## src/design/urx_pkg.sv

```systemverilog
/*
 * Package for the receive status, break and baud generator block:
 * register offsets, field positions, reset values and state types.
 * Assumes a 32-bit APB register bus, one aligned word per register.
 */
package urx_pkg;
	localparam logic [7:0] OFF_LINE_STATUS = 8'h00;
	localparam logic [7:0] OFF_FRAME_CONFIG = 8'h04;
	localparam logic [7:0] OFF_BAUD_DIVISOR = 8'h08;
	localparam logic [7:0] OFF_RX_DATA = 8'h0C;
	localparam logic [7:0] OFF_CONTROL = 8'h10;

	// line status fields
	localparam int POS_DATA_AVAIL = 0;
	localparam int POS_FRAMING = 2;
	localparam int POS_PARITY = 3;
	localparam int POS_IDLE = 4;
	localparam int POS_ADDR_DETECT = 5;
	localparam int POS_RX_ISEL = 6;
	// frame config fields
	localparam int POS_STOP_SEL = 0;
	localparam int POS_PARITY_DATA_SELECT_LO = 1;
	localparam int POS_LOOPBACK = 6;
	localparam int POS_RX_IE = 7;
	// received data word fields
	localparam int POS_NINTH = 8;
	localparam int POS_WORD_FRAMING_ERROR_FLAG = 9;
	localparam int POS_WORD_PARITY_ERROR_FLAG = 10;

	localparam logic [15:0] RST_FRAME_CONFIG = 16'h0000;
	localparam logic [15:0] RST_BAUD_DIVISOR = 16'h0000;
	localparam logic [1:0] RST_CONTROL = 2'h0;

	localparam int OVERSAMPLE = 16;
	localparam logic [3:0] SAMPLE_MID = 4'h7;
	localparam int BREAK_BIT_TIMES = 13;
	localparam int FIFO_DEPTH = 16;
	localparam int FIFO_WIDTH = 11;

	// parity/data select encodings
	localparam logic [1:0] PD_8N = 2'h0;
	localparam logic [1:0] PD_8E = 2'h1;
	localparam logic [1:0] PD_8O = 2'h2;
	localparam logic [1:0] PD_9N = 2'h3;

	typedef enum logic [2:0] {
		URX_IDLE,
		URX_START,
		URX_DATA,
		URX_PARITY,
		URX_STOP,
		URX_WAIT_HIGH
	} urx_state_type;
endpackage : urx_pkg

```

## src/design/urx_fifo.sv

```systemverilog
/*
 * Synchronous FIFO with parameter width and depth, valid/ready on both sides.
 * Assumes one clock and an asynchronous active-low reset.
 */
module urx_fifo #(
	parameter int WIDTH = 11,
	parameter int DEPTH = 16
) (
	input wire logic pclk,
	input wire logic presetn,
	input wire logic in_valid,
	output logic in_ready,
	input wire logic [WIDTH-1:0] in_data,
	output logic out_valid,
	input wire logic out_ready,
	output logic [WIDTH-1:0] out_data,
	output logic flush_done
);
	localparam int AW = $clog2(DEPTH);
	logic [WIDTH-1:0] mem [DEPTH];
	logic [AW-1:0] wr_ptr;
	logic [AW-1:0] rd_ptr;
	logic [AW:0] count;
	logic [AW-1:0] next_wr_ptr;
	logic [AW-1:0] next_rd_ptr;
	logic [AW:0] next_count;
	logic push;
	logic pop;

	assign in_ready = (count != DEPTH[AW:0]);
	assign out_valid = (count != '0);
	assign out_data = mem[rd_ptr];
	assign flush_done = 1'b0;
	assign push = in_valid && in_ready;
	assign pop = out_valid && out_ready;

	always_comb
	begin
		next_wr_ptr = push ? wr_ptr + 1'b1 : wr_ptr;
		next_rd_ptr = pop ? rd_ptr + 1'b1 : rd_ptr;
		next_count = count;
		if (push && !pop)
			next_count = count + 1'b1;
		else if (pop && !push)
			next_count = count - 1'b1;
	end

	always_ff @(posedge pclk or negedge presetn)
	begin
		if (!presetn)
		begin
			wr_ptr <= '0;
			rd_ptr <= '0;
			count <= '0;
		end
		else
		begin
			wr_ptr <= next_wr_ptr;
			rd_ptr <= next_rd_ptr;
			count <= next_count;
		end
	end

	always_ff @(posedge pclk)
	begin
		if (push)
			mem[wr_ptr] <= in_data;
	end
endmodule : urx_fifo

```

## src/design/urx_top.sv

```systemverilog
/*
 * Receive side of an asynchronous serial port: baud generator, receiver with
 * framing, parity and break handling, address detect, loopback, receive FIFO
 * and an APB slave for the registers.
 * Assumes pclk is the instruction clock; the receive pin is asynchronous.
 */
//////////////////////////////////////////////////////////////////////////////
// Notes on behaviour
// a zero where a stop bit belongs sets the framing error flag.
// with two stop bits both must be one, else framing error.
// framing error is read-only, carried with each word, cleared by reset.
// wrong parity in parity modes sets the parity error flag, buffered too.
// idle flag low from start detection to stop completion, else high; after a non-break framing error it stays low until the line is high.
// bit count per character comes from parity/data select and stop select.
// long break ends after programmed length with zeros, framing error, idle.
// after a bad stop bit wait for high line before seeking a start.
// break stored as zero word with framing error; reception blocked until high.
// address detect with 9-bit data marks ninth-bit-one words as addresses.
// address detect ignores interrupt select; interrupt on every ninth-bit word.
// loopback feeds transmit output to receiver; external pin ignored.
// software configures mode, then loopback, then enables transmission.
// baud divisor is a 16-bit read/write register, any value.
// bit rate is clock divided by sixteen times divisor plus one.
// divisor reloads a down-counter giving a sixteen-times sampling tick.
module urx_top
	import urx_pkg::*;
(
	input wire logic pclk,
	input wire logic presetn,
	input wire logic psel,
	input wire logic penable,
	input wire logic pwrite,
	input wire logic [7:0] paddr,
	input wire logic [31:0] pwdata,
	output logic [31:0] prdata,
	output logic pready,
	output logic pslverr,
	input wire logic serial_receive_pin,
	input wire logic tx_line_out,
	output logic serial_transmit_pin,
	output logic rx_interrupt
);
	//////////////////////////////////////////////////////////////////////////
	// registers
	logic [15:0] uart_frame_config;
	logic [15:0] baud_divisor;
	logic address_detect_enable;
	logic receive_interrupt_select;
	logic [15:0] next_uart_frame_config;
	logic [15:0] next_baud_divisor;
	logic next_address_detect_enable;
	logic next_receive_interrupt_select;
	logic wr_en;
	logic rd_en;
	logic addr_ok;

	assign wr_en = psel && penable && pwrite;
	assign rd_en = psel && penable && !pwrite;
	assign pready = 1'b1;
	assign addr_ok = (paddr == OFF_LINE_STATUS) || (paddr == OFF_FRAME_CONFIG) ||
		(paddr == OFF_BAUD_DIVISOR) || (paddr == OFF_RX_DATA);
	assign pslverr = psel && penable && !addr_ok;

	always_comb
	begin
		next_uart_frame_config = uart_frame_config;
		next_baud_divisor = baud_divisor;
		next_address_detect_enable = address_detect_enable;
		next_receive_interrupt_select = receive_interrupt_select;
		if (wr_en && paddr == OFF_FRAME_CONFIG)
			next_uart_frame_config = pwdata[15:0];
		if (wr_en && paddr == OFF_BAUD_DIVISOR)
			next_baud_divisor = pwdata[15:0];
		if (wr_en && paddr == OFF_LINE_STATUS)
		begin
			next_address_detect_enable = pwdata[POS_ADDR_DETECT];
			next_receive_interrupt_select = pwdata[POS_RX_ISEL];
		end
	end

	always_ff @(posedge pclk or negedge presetn)
	begin
		if (!presetn)
		begin
			uart_frame_config <= RST_FRAME_CONFIG;
			baud_divisor <= RST_BAUD_DIVISOR;
			address_detect_enable <= RST_CONTROL[0];
			receive_interrupt_select <= RST_CONTROL[1];
		end
		else
		begin
			uart_frame_config <= next_uart_frame_config;
			baud_divisor <= next_baud_divisor;
			address_detect_enable <= next_address_detect_enable;
			receive_interrupt_select <= next_receive_interrupt_select;
		end
	end

	logic [1:0] parity_data_select;
	logic stop_bits_select;
	logic loopback_enable;
	logic rx_int_enable;
	assign parity_data_select = uart_frame_config[POS_PARITY_DATA_SELECT_LO +: 2];
	assign stop_bits_select = uart_frame_config[POS_STOP_SEL];
	assign loopback_enable = uart_frame_config[POS_LOOPBACK];
	assign rx_int_enable = uart_frame_config[POS_RX_IE];
	assign serial_transmit_pin = tx_line_out;

	//////////////////////////////////////////////////////////////////////////
	// baud tick
	logic [15:0] baud_count;
	logic [15:0] next_baud_count;
	logic os_tick;
	assign os_tick = (baud_count == 16'h0000);

	always_comb
	begin
		next_baud_count = os_tick ? baud_divisor : baud_count - 16'h0001;
		// a new divisor restarts the count, else an old large divisor delays it
		if (wr_en && paddr == OFF_BAUD_DIVISOR)
			next_baud_count = 16'h0000;
	end

	always_ff @(posedge pclk or negedge presetn)
	begin
		if (!presetn)
			baud_count <= 16'h0000;
		else
			baud_count <= next_baud_count;
	end

	//////////////////////////////////////////////////////////////////////////
	// line input: synchroniser then loopback select
	logic pin_meta;
	logic pin_sync;
	logic rx_line;
	always_ff @(posedge pclk or negedge presetn)
	begin
		if (!presetn)
		begin
			pin_meta <= 1'b1;
			pin_sync <= 1'b1;
		end
		else
		begin
			pin_meta <= serial_receive_pin;
			pin_sync <= pin_meta;
		end
	end
	assign rx_line = loopback_enable ? tx_line_out : pin_sync;

	//////////////////////////////////////////////////////////////////////////
	// receiver
	urx_state_type state;
	urx_state_type next_state;
	logic [3:0] os_count;
	logic [3:0] next_os_count;
	logic [3:0] bit_index;
	logic [3:0] next_bit_index;
	logic [8:0] shift;
	logic [8:0] next_shift;
	logic stop_index;
	logic next_stop_index;
	logic frame_bad;
	logic next_frame_bad;
	logic parity_bad;
	logic next_parity_bad;
	logic all_zero;
	logic next_all_zero;
	logic receiver_idle_flag;
	logic next_receiver_idle_flag;
	logic push_valid;
	logic push_ready;
	logic [FIFO_WIDTH-1:0] push_data;
	logic sample_point;
	logic [3:0] data_bits;
	logic parity_on;

	assign sample_point = os_tick && (os_count == SAMPLE_MID);
	assign data_bits = (parity_data_select == PD_9N) ? 4'h9 : 4'h8;
	assign parity_on = (parity_data_select == PD_8E) || (parity_data_select == PD_8O);

	function automatic logic parity_fail(input logic [1:0] pd, input logic [7:0] d, input logic p);
		parity_fail = (pd == PD_8E) ? (^d) != p : (~^d) != p;
	endfunction : parity_fail

	always_comb
	begin
		next_state = state;
		next_os_count = os_tick ? os_count + 4'h1 : os_count;
		next_bit_index = bit_index;
		next_shift = shift;
		next_stop_index = stop_index;
		next_frame_bad = frame_bad;
		next_parity_bad = parity_bad;
		next_all_zero = all_zero;
		next_receiver_idle_flag = receiver_idle_flag;
		push_valid = 1'b0;
		push_data = {parity_bad, frame_bad, shift};
		unique case (state)
			URX_IDLE:
			begin
				if (!rx_line)
				begin
					next_state = URX_START;
					next_os_count = 4'h0;
					next_receiver_idle_flag = 1'b0;
				end
			end
			URX_START:
			begin
				if (sample_point)
				begin
					// next mid-bit sample falls a full sixteen ticks later
					next_os_count = SAMPLE_MID + 4'h1;
					if (rx_line)
					begin
						next_state = URX_IDLE;
						next_receiver_idle_flag = 1'b1;
					end
					else
					begin
						next_state = URX_DATA;
						next_bit_index = 4'h0;
						next_shift = 9'h000;
						next_frame_bad = 1'b0;
						next_parity_bad = 1'b0;
						next_all_zero = 1'b1;
					end
				end
				else if (os_tick && os_count == 4'hF)
					next_os_count = 4'h0;
			end
			URX_DATA:
			begin
				if (sample_point)
				begin
					next_shift[bit_index] = rx_line;
					next_all_zero = all_zero && !rx_line;
					next_bit_index = bit_index + 4'h1;
					if (bit_index + 4'h1 == data_bits)
						next_state = parity_on ? URX_PARITY : URX_STOP;
					next_stop_index = 1'b0;
				end
			end
			URX_PARITY:
			begin
				if (sample_point)
				begin
					next_parity_bad = parity_fail(parity_data_select, shift[7:0], rx_line);
					next_all_zero = all_zero && !rx_line;
					next_state = URX_STOP;
				end
			end
			URX_STOP:
			begin
				if (sample_point)
				begin
					if (!rx_line)
						next_frame_bad = 1'b1;
					if (stop_bits_select && !stop_index)
					begin
						next_stop_index = 1'b1;
					end
					else
					begin
						// a zero stop closes the word now, break or not
						push_valid = 1'b1;
						push_data = {parity_bad, frame_bad || !rx_line, shift};
						if (frame_bad || !rx_line)
						begin
							next_state = URX_WAIT_HIGH;
							// break: zero word, framing error, idle set
							if (all_zero)
							begin
								push_data = {1'b0, 1'b1, 9'h000};
								next_receiver_idle_flag = 1'b1;
							end
						end
						else
						begin
							next_state = URX_IDLE;
							next_receiver_idle_flag = 1'b1;
						end
					end
				end
			end
			URX_WAIT_HIGH:
			begin
				if (rx_line)
				begin
					next_state = URX_IDLE;
					next_receiver_idle_flag = 1'b1;
				end
			end
		endcase
	end

	always_ff @(posedge pclk or negedge presetn)
	begin
		if (!presetn)
		begin
			state <= URX_IDLE;
			os_count <= 4'h0;
			bit_index <= 4'h0;
			shift <= 9'h000;
			stop_index <= 1'b0;
			frame_bad <= 1'b0;
			parity_bad <= 1'b0;
			all_zero <= 1'b0;
			receiver_idle_flag <= 1'b1;
		end
		else
		begin
			state <= next_state;
			os_count <= next_os_count;
			bit_index <= next_bit_index;
			shift <= next_shift;
			stop_index <= next_stop_index;
			frame_bad <= next_frame_bad;
			parity_bad <= next_parity_bad;
			all_zero <= next_all_zero;
			receiver_idle_flag <= next_receiver_idle_flag;
		end
	end

	//////////////////////////////////////////////////////////////////////////
	// receive FIFO and read side
	logic head_valid;
	logic head_pop;
	logic [FIFO_WIDTH-1:0] head_data;
	logic is_nine;

	assign head_pop = rd_en && paddr == OFF_RX_DATA;
	assign is_nine = (parity_data_select == PD_9N);

	urx_fifo #(
		.WIDTH(FIFO_WIDTH),
		.DEPTH(FIFO_DEPTH)
	) u_fifo (
		.pclk(pclk),
		.presetn(presetn),
		.in_valid(push_valid),
		.in_ready(push_ready),
		.in_data(push_data),
		.out_valid(head_valid),
		.out_ready(head_pop),
		.out_data(head_data),
		.flush_done()
	);

	logic receive_data_available;
	logic framing_error_flag;
	logic parity_error_flag;
	logic ninth_received_bit;
	logic overrun_flag;
	assign receive_data_available = head_valid;
	assign framing_error_flag = head_valid && head_data[POS_WORD_FRAMING_ERROR_FLAG];
	assign parity_error_flag = head_valid && head_data[POS_WORD_PARITY_ERROR_FLAG];
	assign ninth_received_bit = head_valid && is_nine && head_data[POS_NINTH];
	assign overrun_flag = push_valid && !push_ready;

	// interrupt: address mode fires only on ninth-bit words, isel ignored
	always_comb
	begin
		if (address_detect_enable && is_nine)
			rx_interrupt = rx_int_enable && ninth_received_bit;
		else if (receive_interrupt_select)
			rx_interrupt = rx_int_enable && head_valid;
		else
			rx_interrupt = rx_int_enable && head_valid && receiver_idle_flag;
	end

	logic [31:0] next_prdata;
	always_comb
	begin
		next_prdata = 32'h00000000;
		unique case (paddr)
			OFF_LINE_STATUS:
			begin
				next_prdata[POS_DATA_AVAIL] = receive_data_available;
				next_prdata[POS_FRAMING] = framing_error_flag;
				next_prdata[POS_PARITY] = parity_error_flag;
				next_prdata[POS_IDLE] = receiver_idle_flag;
				next_prdata[POS_ADDR_DETECT] = address_detect_enable;
				next_prdata[POS_RX_ISEL] = receive_interrupt_select;
				next_prdata[1] = overrun_flag;
			end
			OFF_FRAME_CONFIG: next_prdata[15:0] = uart_frame_config;
			OFF_BAUD_DIVISOR: next_prdata[15:0] = baud_divisor;
			OFF_RX_DATA:
			begin
				next_prdata[8:0] = head_valid ? head_data[8:0] : 9'h000;
				if (!is_nine)
					next_prdata[8] = 1'b0;
			end
			default: next_prdata = 32'h00000000;
		endcase
	end
	assign prdata = next_prdata;
endmodule : urx_top

```

## config.mk

```make
export PLATFORM = sky130hd
export DESIGN_NAME = urx_top
export DESIGN_NICKNAME = d
export VERILOG_FILES = /design/src/design/urx_pkg.sv /design/src/design/urx_fifo.sv /design/src/design/urx_top.sv
export SDC_FILE = /design/constraint.sdc
export NUM_CORES = 1
export LEC_CHECK = 0
export BUFFER_PORTS_ARGS = -buffer_cell sky130_fd_sc_hd__buf_4
export CAP_MARGIN = 25
export CORE_ASPECT_RATIO = 0.7
export CORE_MARGIN = 3
export CORE_UTILIZATION = 60
export CTS_CLUSTER_DIAMETER = 50
export DETAILED_ROUTE_END_ITERATION = 16
export PLACE_DENSITY = 0.8
export SLEW_MARGIN = 20
export SYNTH_ARGS = -nofsm -noshare
export SYNTH_HDL_FRONTEND = slang
export SYNTH_SLANG_ARGS = --single-unit
```

## constraint.sdc

```tcl
create_clock -name pclk -period 9.9 [get_ports pclk]
set_input_delay 0 -clock pclk [delete_from_list [all_inputs] [get_ports pclk]]
set_output_delay 0 -clock pclk [all_outputs]
set_load 0.05 [all_outputs]
```

# After elaboration in Yosys (flattened, before gate mapping)
# Memory sizes are Yosys's and may differ from the RTL's.
# Cells that the tools add are included.
[word_totals]
ff_bits = 90
mem_bits_rw = 176
out_inout_bits = 36
in_bits = 47
word_cells = 190
memories = 1
[mem_list]
columns = ["memory", "depth", "word_bits", "rd", "rd_ports_with_merged_regs", "write_ports", "line_no", "source"]
rows = [
  ["u_fifo.mem", 16, 11, 1, 0, 1, "urx_fifo.sv:20", "logic [WIDTH-1:0] mem [DEPTH];"],
]
[classes]
magnitude_cmp = 2
add_sub_neg = 7
eq_ne = 30
muxes = 72
n_reduce_logical = 59
[op_table]
columns = ["cell", "n"]
rows = [
  ["two-way mux 11 bit", 5],
  ["two-way mux 9 bit", 4],
  ["two-way mux 16 bit", 2],
  ["two-way mux 3 bit", 10],
  ["two-way mux 4 bit", 7],
  ["one-hot mux 7 bit (4 select lines)", 1],
  ["two-way mux 1 bit", 27],
  ["logical AND 1 bit", 26],
  ["!= test 2 bit, second input constant", 11],
  ["one-hot mux 3 bit (6 select lines)", 1],
  ["one-hot mux 9 bit (2 select lines)", 1],
  ["adder 4 x 1 -> 4 bit, second input constant", 4],
  ["== test 8 x 4 -> 1 bit, second input constant", 2],
  ["zero test 16 bit", 1],
  ["one-hot mux 4 bit (2 select lines)", 2],
  ["AND reduction 4 bit", 4],
  ["subtractor 16 x 1 -> 16 bit, second input constant", 1],
  ["one-hot mux 7 bit (2 select lines)", 1],
  ["nonzero test 2 bit", 6],
  ["two-way mux 5 bit", 2],
  ["bitwise mux 9 bit", 1],
  ["== test 8 x 3 -> 1 bit, second input constant", 1],
  ["zero test 8 bit", 1],
  ["one-hot mux 1 bit (2 select lines)", 4],
  ["other kinds (31)", 45],
]

# Logic depth before layout (Yosys ltp)
[logic_depth]
word_depth = 10
mapped_depth = 14

# Hierarchy
# From an unflattened synthesis, not the netlist that was laid out.
[hier_totals]
hier_cells = 879
area_unflattened_um2 = 12305.6
[modules_own_cells]
columns = ["mod", "area_per_inst_um2", "instances", "cells_each", "seq_area_each_um2"]
rows = [
  ["urx_fifo", 7713.6, 1, 406, 5610.4],
  ["urx_top", 4591.9, 1, 473, 1930.6],
]

# Least setup slack after synthesis
# OpenSTA, ideal clock, no wires.
[synth_timing]
path_type = "reg2reg"
startpoint = "reg u_fifo.count[1]"
endpoint = "reg u_fifo.count[4]"
stages_incl_launch_ff = 13
arrival_time_ps = 3136
synth_period_minus_slack_ps = 3215
setup_slack_ps = 6685
setup_ps = 79
n_path_buf = 0
required_ps = 9821
path_cell_list = "dfrtp_1 or4_1 o2111ai_1 nor3_1 inv_1 ha_1 inv_1 ha_1 nor2b_1 o21a_1 or3_1 a21oi_1 xor2_1"
[synth_via]
elab_chain_len = 5
word_cells_on_any_way = 13
[synth_lines]
columns = ["item", "line_no", "source"]
rows = [
  ["from (decl)", "urx_fifo.sv:23", "logic [AW:0] count;"],
  ["from (signal assigned)", "urx_fifo.sv:60", "count <= next_count;"],
  ["branches (longest 5 deep; another with subtractor 5 x 1 -> 5 bit)", "--", ""],
]
# Parallel ways; which one is timed is not known. The select of a mux whose other input is x is not followed.
# A chain may end at the register's enable or synchronous reset.

# Worst setup path after layout
[layout_timing]
startpoint = "reg baud_count[12]"
endpoint = "reg u_fifo.count[4]"
[layout_via]
elab_chain_len = 8
word_cells_on_any_way = 10
[layout_lines]
columns = ["item", "line_no", "source"]
rows = [
  ["from (decl)", "urx_top.sv:111", "logic [15:0] baud_count;"],
  ["from (signal assigned)", "urx_top.sv:129", "baud_count <= next_baud_count;"],
  ["zero test 16 bit (*)", "urx_top.sv:114", "assign os_tick = (baud_count == 16'h0000);"],
  ["logical AND 1 bit (*)", "urx_top.sv:179", "assign sample_point = os_tick && (os_count == SAMPLE_MID);"],
  ["two-way mux 1 bit (*)", "urx_top.sv:257", "if (sample_point)"],
  ["two-way mux 1 bit (*)", "urx_top.sv:200", "unique case (state)"],
  ["logical AND 1 bit (*)", "urx_fifo.sv:34", "assign push = in_valid && in_ready;"],
  ["zero test 1 bit", "urx_fifo.sv:44", "else if (pop && !push)"],
  ["logical AND 1 bit", "urx_fifo.sv:44", ""],
  ["nonzero test 2 bit (no source line)", "--", ""],
]
# Every way passes the cells marked *; elsewhere a longest branch is shown, timed or not.

==> results.cfg <==
[global_routing]
grt_max_degree = 78
globalRouteMet1Util_pct = 40.29
antenna_found_initial = 0
grt_pass1_vias = 7487
gr-total-overflow = 0
grt_util_met3_pct = 5.250
busiest_layer = met1
grt_pass1_wl_um = 43340
grt_use_met2_pct = 38.24
grt_usage_pct = 25.80

[run]
cap_violations = 0

[clock_network]
hold_buffers = 24
cts_resized = 0
numCtsBuffers = 26
cts.sinks = 266
post_cts_buffers = 0
clkTransAtPathRegs_ps = 70
cts-root-buf = clkbuf_16
cts_buffer_depth = 3
worstSkewPairLatency_ps = 520
cts_tree = done
htree_num_levels = 1

[layout]
drive_gt1_share_pct = 21.03
nNetsFinal = 1023
diodes = 0
area.growth.synth_to_final_pct = 15.15
fin_util_pct = 71.74
nFillCells = 1242
final_cells = 1239

[critical_path]
cp.arrival_ps = 4320
timing.rr.end = u_fifo.count[4]
worst_setup_path_start_kind = register
cp-end-kind = register
r2r_cells = 11
reg2reg_from = baud_count[12]
r2r_slack_ps = 6020
path_common_cell = ha_1
required_ps = 10330
cp_slowest_stage_delay_ps = 760
crit_slowest_cell = or4_1
path_class = reg2reg
crit_fanout = 9
crit_chain = or4_1, nor3_2, and4_1, ha_1, inv_1, ha_1, nor2b_1, o21a_1, or3_1, a21oi_1, xor2_1

[synthesis]
synthMuxAreaShare_pct = 11.88
yosysWarnings = 0
synthCells = 878
synth_top_family_by_area = multiplexers
synthSimpleGateAreaFrac_pct = 9.909
synth_compound_area_share_pct = 7.320
ys_seq_elements = 266
syn_area_mm2 = 0.01198
yosys.area_share.xor_xnor_pct = 2.412
synth_ff_type = edfxtp_1
syn_area_per_cell_um2 = 13.65
synth_cell_types = 64
seq_area_frac_synth_pct = 62.93
async_flop_share_pct = 33.83
synth-edff-count = 176
synthAdderAreaFrac_pct = 2.047

[pwr]
p_int_mw = 1.828
peakVddDrop_uv = 170.3
clkPwrFrac_pct = 43.0
p_leak_nw = 5.650
p_sw_mw = 0.4816
power_frac_seq_pct = 52.6
p_per_area_mw_per_mm2 = 167.4
sw_frac_of_total_pct = 20.85
p_comb_share_pct = 4.5

[sta]
fin_skew_ps = 8.523
finalHoldViolCount = 0
finalCritPeriodShare_pct = 39.24
rsz0062_at_grt = no
period_needed_ps = 3885
relSlewSlack_pct = 32.49
fmaxAchievable_mhz = 257.4
setup_tns_ps = 0
setup_violations = 0
worst_pin_slew_ps = 1011
drv_slew = 0

[drt]
wl_per_cell_um = 22.56
drc = 0
drtPass1Iterations = 5
postRouteAntennaNets = 0
vias = 7683
wirelength_um = 27950
routed_via_density = 6.201
drt-initial-drc-count = 933

[floorplan]
core-area_mm2 = 0.01923
initial_utilization_pct = 62.30
die_area_mm2 = 0.02173
die_h_um = 124.2
dieWidth_um = 174.9
rows = 42
io_pins = 83

[status]
status = completed

[place]
io_buffers = 49
routabilityCongestion = 0.8576
dpl.hpwl_um = 17520
placedCellCount = 1164

[worst_hold_path]
hp-class = in2async
==> stage by stage <==
step           power [mW]  setup slack, ps  area, µm²  hold slack (ps)
2_1_floorplan       1.299             6685      12040           -295.6
3_3_place_gp        1.324             6195      12610           -145.6
3_5_place_dp        1.327             6175      12620           -146.1
4_1_cts             2.314             6051      13720            1.167
5_1_grt             2.377             5815      13800            9.068
6_report            2.310             6016      13800            5.318
==> kinds of logic (layout without fill, tap and decap cells) <==
family	after synthesis	count (layout)
XOR/XNOR	33	33
buffers and inverters	89	171
flip-flops	266	266
AO/OA/AOI/OAI	138	138
adder cells (fa/ha/maj)	19	19
multiplexers	84	84
AND/OR/NAND/NOR	247	247
other	2	17
==> metal layers <==
metal | vias up | part of all wire (%)
met4 | 0 | 1.8
li1 | 3413 | -
met5 | - | 0
met3 | 45 | 8.8
met2 | 383 | 45
met1 | 3842 | 44
==> sequential cells by signal, indices dropped and copies added, names as in the netlist, 4 cells and up <==
register and count:
baud_divisor 16, u_fifo.mem 176, bit_index 4, u_fifo.wr_ptr 4, os_count 4, baud_count 16, u_fifo.rd_ptr 4, shift 9
uart_frame_config 16, u_fifo.count 5
==> cell usage after synthesis, types with 3 or more instances <==
cell	number	area [µm²]
and4_1	3	26.28
nor2b_1	20	125.1
buf_1	4	15.01
o21ai_0	19	95.09
inv_1	23	86.33
edfxtp_1	176	5285
ha_1	18	225.2
and2_1	3	18.77
or4_1	5	37.54
nand2b_1	6	37.54
dfstp_2	3	78.83
nand4_1	7	43.79
nor2_1	58	217.7
nand2_1	85	319.1
and3_1	3	18.77
a22oi_1	15	112.6
o2bb2ai_1	3	26.28
buf_4	18	135.1
a211oi_1	9	67.56
mux4_2	44	991.0
a31oi_1	4	25.02
mux2i_1	14	140.1
xor2_1	7	61.31
o31ai_1	3	22.52
a21oi_1	38	190.2
nand3_1	18	90.09
xnor2_1	26	227.7
o22ai_1	6	37.54
clkbuf_1	35	131.4
buf_2	8	40.04
dfrtp_1	87	2177
nor3_1	20	100.1
nor4_1	6	37.54
mux2_2	26	292.8
or3_1	5	31.28
o21ai_1	16	80.08
==> power by group through the flow <==
stage               Clock [mW]  Sequential, mW  Combinational, mW
finish                   0.992            1.21              0.103
CTS                       1.00            1.21              0.100
global placement             0            1.23             0.0895
floorplan                    0            1.23             0.0679
detailed placement           0            1.24             0.0915
global route              1.05            1.22              0.111
==> placed cells by master (no fill, tap or decap), types with 4 or more instances in the layout <==
| cell | n |
|---|---|
| nor2b_2 | 4 |
| mux2i_1 | 14 |
| inv_1 | 23 |
| clkbuf_1 | 6 |
| o21ai_0 | 19 |
| a31oi_1 | 4 |
| nand4_1 | 7 |
| nor2_1 | 56 |
| xnor2_1 | 26 |
| nor3_1 | 16 |
| clkinv_2 | 4 |
| nor4_1 | 6 |
| a211oi_1 | 9 |
| dlygate4sd3_1 | 24 |
| buf_4 | 73 |
| mux4_2 | 44 |
| o22ai_1 | 6 |
| ha_1 | 18 |
| nand2b_1 | 6 |
| nor3_2 | 5 |
| or3_1 | 5 |
| nor2b_1 | 16 |
| o21ai_1 | 16 |
| clkbuf_16 | 28 |
| a21oi_1 | 38 |
| conb_1 | 17 |
| nand3_1 | 18 |
| dfrtp_1 | 86 |
| a22oi_1 | 15 |
| xor2_1 | 7 |
| nand2_1 | 85 |
| mux2_2 | 26 |
| edfxtp_1 | 176 |
| or4_1 | 5 |
==> worst max-delay path by stage <==
stage | to | from | cells past startpoint
5_1_grt | u_fifo.count[4] | baud_count[12] | 11
3_3_place_gp | u_fifo.count[4] | baud_count[12] | 11
6_report | u_fifo.count[4] | baud_count[12] | 11
3_5_place_dp | u_fifo.count[4] | baud_count[12] | 11
4_1_cts | u_fifo.count[4] | baud_count[12] | 11
2_1_floorplan | u_fifo.count[4] | u_fifo.count[1] | 12
==> critical path, delay by kind of cell, from the launching register on <==
family	cells	cell delay [ps]
adder cells (fa/ha/maj)	2	610
AO/OA/AOI/OAI	2	390
buffers and inverters	1	130
flip-flops	1	410
XOR/XNOR	1	210
AND/OR/NAND/NOR	5	2050
==> cell type report <==
type / count / area [µm²] / area share, %
Clock inverter: 8 / 92.59 / 0.6710
Clock buffer: 38 / 772.0 / 5.595
Multi-Input combinational cell: 538 / 4121 / 29.87
Timing Repair Buffer: 101 / 849.6 / 6.157
Sequential cell: 266 / 7542 / 54.66
Tap cell: 264 / 330.3 / 2.394
Inverter: 24 / 90.09 / 0.6529
(Power assumes the default switching activity.)
